File: src/relay_cond_pkg.sv
// relay_cond_pkg: constants for the relay output conditioner
// assumes a 40 MHz core clock and an apb register bus
package relay_cond_pkg;
  localparam int unsigned CLK_HZ = 40000000;
  localparam int unsigned TICK_MS = 1;
  localparam int unsigned TICK_CYCLES = CLK_HZ / 1000 * TICK_MS;
  localparam int unsigned NUM_RELAYS = 6;
  localparam int unsigned HOLD_MAX_MS = 9999;
  localparam int unsigned ACT_MAX_MS = 60000;
  // register byte addresses
  localparam logic [11:0] OFS_CTRL = 12'h000;
  localparam logic [11:0] OFS_STATUS = 12'h004;
  localparam logic [11:0] OFS_CMD = 12'h008;
  localparam logic [11:0] OFS_RELAY0 = 12'h010;
  localparam logic [11:0] OFS_RSTRIDE = 12'h010;
  // per-relay word 0: assignment, polarity, fallback
  // per-relay word 1: activation delay, word 2: holding time
  localparam int unsigned FLD_ASSIGN_LSB = 0;
  localparam int unsigned FLD_POL = 8;
  localparam int unsigned FLD_FBK = 9;
  // assignment codes
  localparam logic [7:0] ASG_NONE = 8'h00;
  localparam logic [7:0] ASG_FAULT = 8'h01;
  localparam logic [7:0] ASG_MAINS = 8'h02;
  localparam logic [7:0] ASG_DCCHG = 8'h03;
  localparam logic [7:0] ASG_BRAKE = 8'h04;
  localparam logic [7:0] ASG_OUTCON = 8'h05;
  localparam logic [7:0] ASG_EVENT = 8'h06;
  // reset values
  localparam logic RST_POL = 1'b1;
  localparam logic RST_FBK = 1'b0;
  localparam logic [15:0] RST_DELAY = 16'h0000;
endpackage

File: src/relay_output_conditioner.sv
// relay_output_conditioner: six relay outputs with delays, polarity
// and fallback; assumes event/fault inputs are pins, synchronised here
//
// Overview of operation
// - active level 1 drives relay high on event
// - protected assignments other than output contactor force positive active level
// - event false: hold state for holding time
// - holding time 0..9999 ms, default zero
// - protected assignments fix holding time at zero
// - fallback forced off when relay assigned
// - no fallback: assignment or command bit, errors ignored
// - fallback: command bit, error drives disabled
// - delays and polarity still apply under fallback
// - fault never clears non-fallback command output
// - activation delay 0..60000 ms, protected forced zero
//
// The APB slave port and the register offsets are this design's own decisions.
`timescale 1ns/1ps
module relay_output_conditioner (
  // clock and reset
  input wire logic i_core_clk,
  input wire logic i_sys_rst,
  // apb slave
  input wire logic i_psel,
  input wire logic i_penable,
  input wire logic i_pwrite,
  input wire logic [11:0] i_paddr,
  input wire logic [31:0] i_pwdata,
  output logic [31:0] o_prdata,
  output logic o_pready,
  output logic o_pslverr,
  // drive event sources, one per assignment code 1..5; ASG_EVENT uses the bit of the relay's own index
  input wire logic [7:0] i_event_src,
  input wire logic i_error,
  // relay driver
  output logic [5:0] o_relay
);
  localparam int N = relay_cond_pkg::NUM_RELAYS;

  // ------------------------------------------------------------
  // input synchronisers
  // ------------------------------------------------------------
  logic [8:0] s1_q, s2_q, s3_q, in_q;
  always_ff @(posedge i_core_clk) begin
    if (i_sys_rst) begin
      s1_q <= 9'h000;
      s2_q <= 9'h000;
      s3_q <= 9'h000;
      in_q <= 9'h000;
    end else begin
      s1_q <= {i_error, i_event_src};
      s2_q <= s1_q;
      s3_q <= s2_q;
      for (int k = 0; k < 9; k++) begin
        if (s2_q[k] == s3_q[k]) in_q[k] <= s3_q[k];
      end
    end
  end
  logic [7:0] ev;
  logic err;
  assign ev = in_q[7:0];
  assign err = in_q[8];

  // ------------------------------------------------------------
  // millisecond tick
  // ------------------------------------------------------------
  localparam logic [15:0] TICK_LAST =
    16'(relay_cond_pkg::TICK_CYCLES - 1);
  logic [15:0] tick_cnt_q;
  logic tick_q;
  always_ff @(posedge i_core_clk) begin
    if (i_sys_rst) begin
      tick_cnt_q <= 16'h0000;
      tick_q <= 1'b0;
    end else begin
      tick_q <= (tick_cnt_q == TICK_LAST);
      tick_cnt_q <= (tick_cnt_q == TICK_LAST) ? 16'h0000
                                               : tick_cnt_q + 16'h0001;
    end
  end

  // ------------------------------------------------------------
  // configuration registers
  // ------------------------------------------------------------
  logic [7:0] asg_q [N];
  logic pol_q [N];
  logic fbk_q [N];
  logic [15:0] act_q [N];
  logic [15:0] hold_q [N];
  logic [5:0] cmd_q;
  logic apb_wr;
  assign apb_wr = i_psel && i_penable && i_pwrite;

  function automatic logic prot4(input logic [7:0] a);
    prot4 = (a == relay_cond_pkg::ASG_FAULT) ||
            (a == relay_cond_pkg::ASG_MAINS) ||
            (a == relay_cond_pkg::ASG_DCCHG) ||
            (a == relay_cond_pkg::ASG_BRAKE);
  endfunction
  function automatic logic prot5(input logic [7:0] a);
    prot5 = prot4(a) || (a == relay_cond_pkg::ASG_OUTCON);
  endfunction

  always_ff @(posedge i_core_clk) begin
    if (i_sys_rst) begin
      cmd_q <= 6'h00;
      for (int r = 0; r < N; r++) begin
        asg_q[r] <= relay_cond_pkg::ASG_NONE;
        pol_q[r] <= relay_cond_pkg::RST_POL;
        fbk_q[r] <= relay_cond_pkg::RST_FBK;
        act_q[r] <= relay_cond_pkg::RST_DELAY;
        hold_q[r] <= relay_cond_pkg::RST_DELAY;
      end
    end else begin
      if (apb_wr && i_paddr == relay_cond_pkg::OFS_CMD) begin
        cmd_q <= i_pwdata[5:0];
      end
      for (int r = 0; r < N; r++) begin
        if (apb_wr && i_paddr == 12'(relay_cond_pkg::OFS_RELAY0
            + r * relay_cond_pkg::OFS_RSTRIDE)) begin
          asg_q[r] <= i_pwdata[7:0];
          pol_q[r] <= i_pwdata[relay_cond_pkg::FLD_POL];
          fbk_q[r] <= i_pwdata[relay_cond_pkg::FLD_FBK];
        end else if (apb_wr && i_paddr == 12'(relay_cond_pkg::OFS_RELAY0
            + r * relay_cond_pkg::OFS_RSTRIDE + 4)) begin
          if (!prot5(asg_q[r]) &&
              i_pwdata[15:0] <= 16'(relay_cond_pkg::ACT_MAX_MS))
            act_q[r] <= i_pwdata[15:0];
        end else if (apb_wr && i_paddr == 12'(relay_cond_pkg::OFS_RELAY0
            + r * relay_cond_pkg::OFS_RSTRIDE + 8)) begin
          if (!prot5(asg_q[r]) &&
              i_pwdata[15:0] <= 16'(relay_cond_pkg::HOLD_MAX_MS))
            hold_q[r] <= i_pwdata[15:0];
        end
      end
    end
  end

  // effective settings after forcing
  logic eff_pol [N];
  logic eff_fbk [N];
  logic [15:0] eff_act [N];
  logic [15:0] eff_hold [N];
  always_comb begin
    for (int r = 0; r < N; r++) begin
      eff_pol[r] = prot4(asg_q[r]) ? 1'b1 : pol_q[r];
      eff_fbk[r] = (asg_q[r] == relay_cond_pkg::ASG_NONE) && fbk_q[r];
      eff_act[r] = prot5(asg_q[r]) ? 16'h0000 : act_q[r];
      eff_hold[r] = prot5(asg_q[r]) ? 16'h0000 : hold_q[r];
    end
  end

  // ------------------------------------------------------------
  // per-relay logical state with delays
  // ------------------------------------------------------------
  logic req [N];
  logic state_q [N];
  logic [15:0] dly_q [N];
  logic pend_q [N];
  always_comb begin
    for (int r = 0; r < N; r++) begin
      if (eff_fbk[r])
        req[r] = err ? 1'b0 : cmd_q[r];
      else if (asg_q[r] == relay_cond_pkg::ASG_NONE)
        req[r] = cmd_q[r];
      else if (asg_q[r] == relay_cond_pkg::ASG_EVENT)
        req[r] = ev[r];
      else
        req[r] = ev[asg_q[r][2:0]];
    end
  end

  always_ff @(posedge i_core_clk) begin
    if (i_sys_rst) begin
      for (int r = 0; r < N; r++) begin
        state_q[r] <= 1'b0;
        dly_q[r] <= 16'h0000;
        pend_q[r] <= 1'b0;
      end
    end else begin
      for (int r = 0; r < N; r++) begin
        if (req[r] == state_q[r]) begin
          pend_q[r] <= 1'b0;
          dly_q[r] <= 16'h0000;
        end else if (!pend_q[r]) begin
          pend_q[r] <= 1'b1;
          dly_q[r] <= 16'h0000;
          if ((req[r] ? eff_act[r] : eff_hold[r]) == 16'h0000) begin
            state_q[r] <= req[r];
            pend_q[r] <= 1'b0;
          end
        end else if (tick_q) begin
          if (dly_q[r] + 16'h0001 >=
              (req[r] ? eff_act[r] : eff_hold[r])) begin
            state_q[r] <= req[r];
            pend_q[r] <= 1'b0;
          end else begin
            dly_q[r] <= dly_q[r] + 16'h0001;
          end
        end
      end
    end
  end

  always_ff @(posedge i_core_clk) begin
    if (i_sys_rst) begin
      o_relay <= 6'h00;
    end else begin
      for (int r = 0; r < N; r++)
        o_relay[r] <= eff_pol[r] ? state_q[r] : !state_q[r];
    end
  end

  // ------------------------------------------------------------
  // apb read side
  // ------------------------------------------------------------
  always_ff @(posedge i_core_clk) begin
    if (i_sys_rst) begin
      o_prdata <= 32'h00000000;
      o_pready <= 1'b0;
      o_pslverr <= 1'b0;
    end else begin
      o_pready <= i_psel && !i_penable;
      o_pslverr <= 1'b0;
      o_prdata <= 32'h00000000;
      if (i_psel && !i_penable && !i_pwrite) begin
        if (i_paddr == relay_cond_pkg::OFS_CMD) begin
          o_prdata <= {26'h0, cmd_q};
        end else if (i_paddr == relay_cond_pkg::OFS_STATUS) begin
          o_prdata <= {23'h0, err, 2'h0, o_relay};
        end else begin
          for (int r = 0; r < N; r++) begin
            if (i_paddr == 12'(relay_cond_pkg::OFS_RELAY0
                + r * relay_cond_pkg::OFS_RSTRIDE))
              o_prdata <= {22'h0, eff_fbk[r], eff_pol[r], asg_q[r]};
            if (i_paddr == 12'(relay_cond_pkg::OFS_RELAY0
                + r * relay_cond_pkg::OFS_RSTRIDE + 4))
              o_prdata <= {16'h0, eff_act[r]};
            if (i_paddr == 12'(relay_cond_pkg::OFS_RELAY0
                + r * relay_cond_pkg::OFS_RSTRIDE + 8))
              o_prdata <= {16'h0, eff_hold[r]};
          end
        end
      end
    end
  end

  // ------------------------------------------------------------
  // assertions
  // ------------------------------------------------------------
  property p_pol;
    @(posedge i_core_clk) disable iff (i_sys_rst)
      !$past(i_sys_rst) |-> o_relay[0] ==
        ($past(eff_pol[0]) ? $past(state_q[0]) : !$past(state_q[0]));
  endproperty
  a_pol: assert property (p_pol) else $error("polarity wrong");
  property p_prot_pol;
    @(posedge i_core_clk) disable iff (i_sys_rst)
      (prot4(asg_q[0]) && !$past(i_sys_rst) && $past(asg_q[0]) == asg_q[0])
        |-> o_relay[0] == $past(state_q[0]);
  endproperty
  a_prot_pol: assert property (p_prot_pol) else $error("pol not forced");
  property p_hold;
    @(posedge i_core_clk) disable iff (i_sys_rst)
      (pend_q[0] && state_q[0] && !req[0] && !tick_q) |=> state_q[0];
  endproperty
  a_hold: assert property (p_hold) else $error("hold broken");
  property p_hold_rng;
    @(posedge i_core_clk) disable iff (i_sys_rst)
      hold_q[0] <= 16'd9999;
  endproperty
  a_hold_rng: assert property (p_hold_rng) else $error("hold range");
  property p_prot_dly;
    @(posedge i_core_clk) disable iff (i_sys_rst)
      (prot5(asg_q[0]) && !pend_q[0] && req[0] != state_q[0])
        |=> state_q[0] == $past(req[0]);
  endproperty
  a_prot_dly: assert property (p_prot_dly) else $error("dly not 0");
  property p_fbk_off;
    @(posedge i_core_clk) disable iff (i_sys_rst)
      (asg_q[0] != relay_cond_pkg::ASG_NONE &&
       asg_q[0] != relay_cond_pkg::ASG_EVENT)
        |-> req[0] == ev[asg_q[0][2:0]];
  endproperty
  a_fbk_off: assert property (p_fbk_off) else $error("fbk not off");
  property p_fbk_err;
    @(posedge i_core_clk) disable iff (i_sys_rst)
      (eff_fbk[0] && err && state_q[0] && !pend_q[0] && eff_hold[0] == 16'h0)
        |=> !state_q[0];
  endproperty
  a_fbk_err: assert property (p_fbk_err) else $error("err no clear");
  property p_nofbk;
    @(posedge i_core_clk) disable iff (i_sys_rst)
      (!eff_fbk[0] && asg_q[0] == relay_cond_pkg::ASG_NONE && err &&
       cmd_q[0] && state_q[0]) |=> state_q[0];
  endproperty
  a_nofbk: assert property (p_nofbk) else $error("cmd not used");
  property p_zero_act;
    @(posedge i_core_clk) disable iff (i_sys_rst)
      (req[0] && !state_q[0] && !pend_q[0] && eff_act[0] == 16'h0)
        |=> state_q[0];
  endproperty
  a_zero_act: assert property (p_zero_act) else $error("no delay 0");
  c_on: cover property (@(posedge i_core_clk) $rose(o_relay[0]));
  c_fbk: cover property (@(posedge i_core_clk) eff_fbk[0] && err);
  c_restart: cover property (@(posedge i_core_clk)
    pend_q[0] && req[0] == state_q[0]);
endmodule // relay_output_conditioner

File: config.mk
export PLATFORM = sky130hd
export DESIGN_NAME = relay_output_conditioner
export DESIGN_NICKNAME = d
export VERILOG_FILES = /design/src/relay_cond_pkg.sv /design/src/relay_output_conditioner.sv
export SDC_FILE = /design/constraint.sdc
export NUM_CORES = 1
export LEC_CHECK = 0
export BUFFER_PORTS_ARGS = -buffer_cell sky130_fd_sc_hd__clkbuf_2
export CAP_MARGIN = 5
export CORE_MARGIN = 1
export CORE_UTILIZATION = 48
export CTS_CLUSTER_DIAMETER = 40
export CTS_CLUSTER_SIZE = 8
export DETAILED_ROUTE_END_ITERATION = 8
export HOLD_SLACK_MARGIN = 0.15
export MAX_ROUTING_LAYER = met4
export SLEW_MARGIN = 25
export SYNTH_ARGS = -nofsm -noshare
export SYNTH_HDL_FRONTEND = slang
export SYNTH_SLANG_ARGS = --single-unit
File: constraint.sdc
create_clock -name i_core_clk -period 6.6 [get_ports i_core_clk]
set_clock_uncertainty 0.15 [all_clocks]
set_input_delay 0.33 -clock i_core_clk [delete_from_list [all_inputs] [get_ports i_core_clk]]
set_output_delay 0.33 -clock i_core_clk [all_outputs]
set_load 0.01 [all_outputs]
==> run_results.csv <==
group,metric,value,unit
final_layout,syn_to_final_growth,15.23,%
placed_design,placed_cells,3220,
yosys,synth-main-ff-cell,"edfxtp_1",
yosys,synthDistinctLibCells,100,
final_layout,multi_input_area,0.01299,mm²
critical_path,cp_data_required_time,6.76,ns
drt,drtPass1Iterations,6,
power,finalPower,8.024,mW
timing,rsz0062_at_grt,"no",
yosys,yosys.area_share.adder,4.953,%
floorplanning,die_h,234.8,µm
yosys,syn-cell-area,0.02602,mm²
yosys,yosysSeqAreaShare,47.67,%
timing,fmax,179.8,MHz
global_route,grt_overflow_total,0,
clock_network,cts_tree,"yes",
clock_network,post_cts_buffers,0,
yosys,avgSynthCellArea,10.22,µm²
clock_network,cts_root_buffer,"clkbuf_16",
timing,finalHoldViolations,0,
critical_path,path_max_fanout,17,
clock_network,hold_buffers,13,
drt,antenna_left,0,
timing,setup_viol,0,
critical_path,startpoint_type,"flip-flop",
critical_path,end_kind,"flip-flop",
timing,fin_tns_setup,0,ns
floorplanning,start_util,49.02,%
timing,final_max_slew_viol_count,0,
placed_design,dp_hpwl,58890,µm
global_route,antenna_found_initial,0,
yosys,synth_xor_area_share,3.703,%
floorplanning,coreArea,0.05308,mm²
job,drv_cap,0,
yosys,netlist_instances,2546,
final_layout,layout-drive-gt1-share,13.81,%
final_layout,seq_area,0.01240,mm²
floorplanning,die_w,234.8,µm
final_layout,final_common_cell,"edfxtp_1",
global_route,grt_start_max_net_pins,62,
power,powerDensity,267.6,mW/mm²
yosys,yosys_warnings,0,
yosys,ys_ff_latch,442,
timing,max_slew_margin,26.21,%
power,power.leakage,11.53,nW
final_layout,layout.nets,2792,
drt,wl_per_cell,24.73,µm
drt,via_per_inst,6.222,
yosys,async_reset_ff_share,0,%
placed_design,gp_congestion,1.004,
drt,drc,0,
final_layout,final_cells,3382,
yosys,synth_top_family_by_area,"simple AND/OR/NAND/NOR gates",
floorplanning,ios,98,
clock_network,cts_made_buffers,84,
yosys,synth_compound_area_share,12.25,%
yosys,muxShareOfSynthArea,5.174,%
clock_network,cts_buffer_depth,3,
clock_network,cts_resized,0,
final_layout,layout_common_cells,"edfxtp_1 (355), nand2_1 (242), and2_1 (230)",
run_status,status,"complete, no violations",
critical_path,critPathKind,"flip-flop to flip-flop",
drt,drtIter0Drc,2164,
drt,postRouteWirelength,83630,µm
drt,num_vias,21040,
clock_network,worst_skew_pair.late_latency,0.63,ns
final_layout,fill_cells,4579,
timing,fin_crit_sh,84.29,%
yosys,synth-simple-area-share,23.23,%
critical_path,critPathArrivalTime,5.72,ns
final_layout,antenna_cells,0,
global_route,grt_first_pass_wirelength,124900,µm
floorplanning,rows,84,
placed_design,io_buffers,64,
power,peakVddDrop,0.0002398,V
floorplanning,dieArea,0.05514,mm²
yosys,synth_enable_flop_cells,355,
timing,hold_slack,0.2167,ns
final_layout,utilization,56.49,%
global_route,grt_usage,30.84,%
global_route,grt_pass1_vias,19980,
timing,min_period,5.563,ns
clock_network,cts.htree.levels,3,
clock_network,cts.reportedPaths.clkPinSlew,0.05,ns
hold_path,hold_class,"input port to flip-flop",
timing,tightest_slew,1.100,ns
clock_network,cts.sink_count,442,
cell usage after synthesis (all sizes together) (20+ instances only):
cell type / count / area, µm²
a21o: 20 / 150.1
nand4: 29 / 187.7
xor2: 49 / 429.2
ha: 103 / 1289
mux2: 94 / 1059
nor3: 62 / 346.6
and3: 37 / 232.7
nand2b: 20 / 125.1
a31oi: 28 / 175.2
nor2: 164 / 633.1
nand2: 242 / 908.4
edfxtp: 355 / 10660
and2: 231 / 1445
a221oi: 23 / 220.2
mux2i: 22 / 220.2
nor4: 47 / 309.0
o21ai: 91 / 455.4
nand3: 86 / 435.4
xnor2: 61 / 534.3
dfxtp: 87 / 1742
a21oi: 107 / 535.5
inv: 25 / 93.84
o22ai: 21 / 131.4
clkbuf: 114 / 427.9
nor2b: 128 / 800.8
a22oi: 24 / 180.2
buf: 42 / 252.8
sequential cells by signal, summed over array words and instances (netlist names):
| signal | flops |
|---|---|
| o_pready | 1 |
| s1_q | 9 |
| o_relay | 6 |
| s2_q | 9 |
| pend_q | 6 |
| hold_q | 96 |
| s3_q | 9 |
| state_q | 6 |
| tick_cnt_q | 16 |
| o_prdata | 16 |
| asg_q | 48 |
| fbk_q | 6 |
| in_q | 9 |
| cmd_q | 6 |
| tick_q | 1 |
| dly_q | 96 |
| pol_q | 6 |
| act_q | 96 |
cell families (layout without fill, tap and decap cells):
logic type                 count (synthesis)  after routing
and+or+nand+nor                         1122           1122
AOI/OAI and AO/OA                        466            466
DFF                                      442            442
buffers and inverters                    183            303
muxes                                    119            119
xor gates and xnor gates                 110            110
adders and majority gates                103            103
other                                      1             29
stage by stage:
step	cell area (µm²)	setup WS, ns
after detailed placement	27040	1.072
after floorplan	26120	1.254
after global placement	27040	1.163
final	29980	1.037
after CTS	29980	1.055
after global routing	29980	0.5754
worst max-delay path: stages, from the launching register on:
cell and delay [ns]:
edfxtp_1 0.41, or4_1 0.56, or3_1 0.38, or2_2 0.30, o21ai_0 0.08, o22a_1 0.37
buf_4 0.30, mux2_2 0.36, nand2_1 0.12, ha_1 0.26, a21oi_1 0.14, o21ai_0 0.10
a2111oi_0 0.45, o21ai_0 0.13, o2111ai_1 0.13, nand2_1 0.10, or2_1 0.46, nand3_1 0.18
buf_4 0.25
routing by layer:
metal,wire length (µm),track usage [%]
met2,36180,44.53
met3,8007,6.426
met1,35560,41.75
met5,0,-
met4,3878,13.64
final timing paths:
path	start	endpoint	slack (ns)	depth (start not counted)
worst min register to register	s1_q[7]	s2_q[7]	0.28	1
worst max-delay path	asg_q[5][7]	dly_q[0][84]	1.04	18
worst max register to register	asg_q[5][7]	dly_q[0][84]	1.04	18
worst min-delay path	i_pwrite	cmd_q[3]	0.22	5
final cells by class:
cell class	instances	share of cell area [%]
multi-input cells	1949	43.32
flip-flops and latches	442	41.37
clock buffers	120	8.050
well taps	688	2.871
repair buffers	127	2.763
clock inverters	29	1.294
inverters	27	0.3380
where the power goes:
group          switching, mW  leakage (nW)  internal [mW]
registers              0.101          4.58           3.10
logic                  0.337          5.59          0.202
clock network           1.41          1.36           2.87
Power figures use the tool's default switching activity.
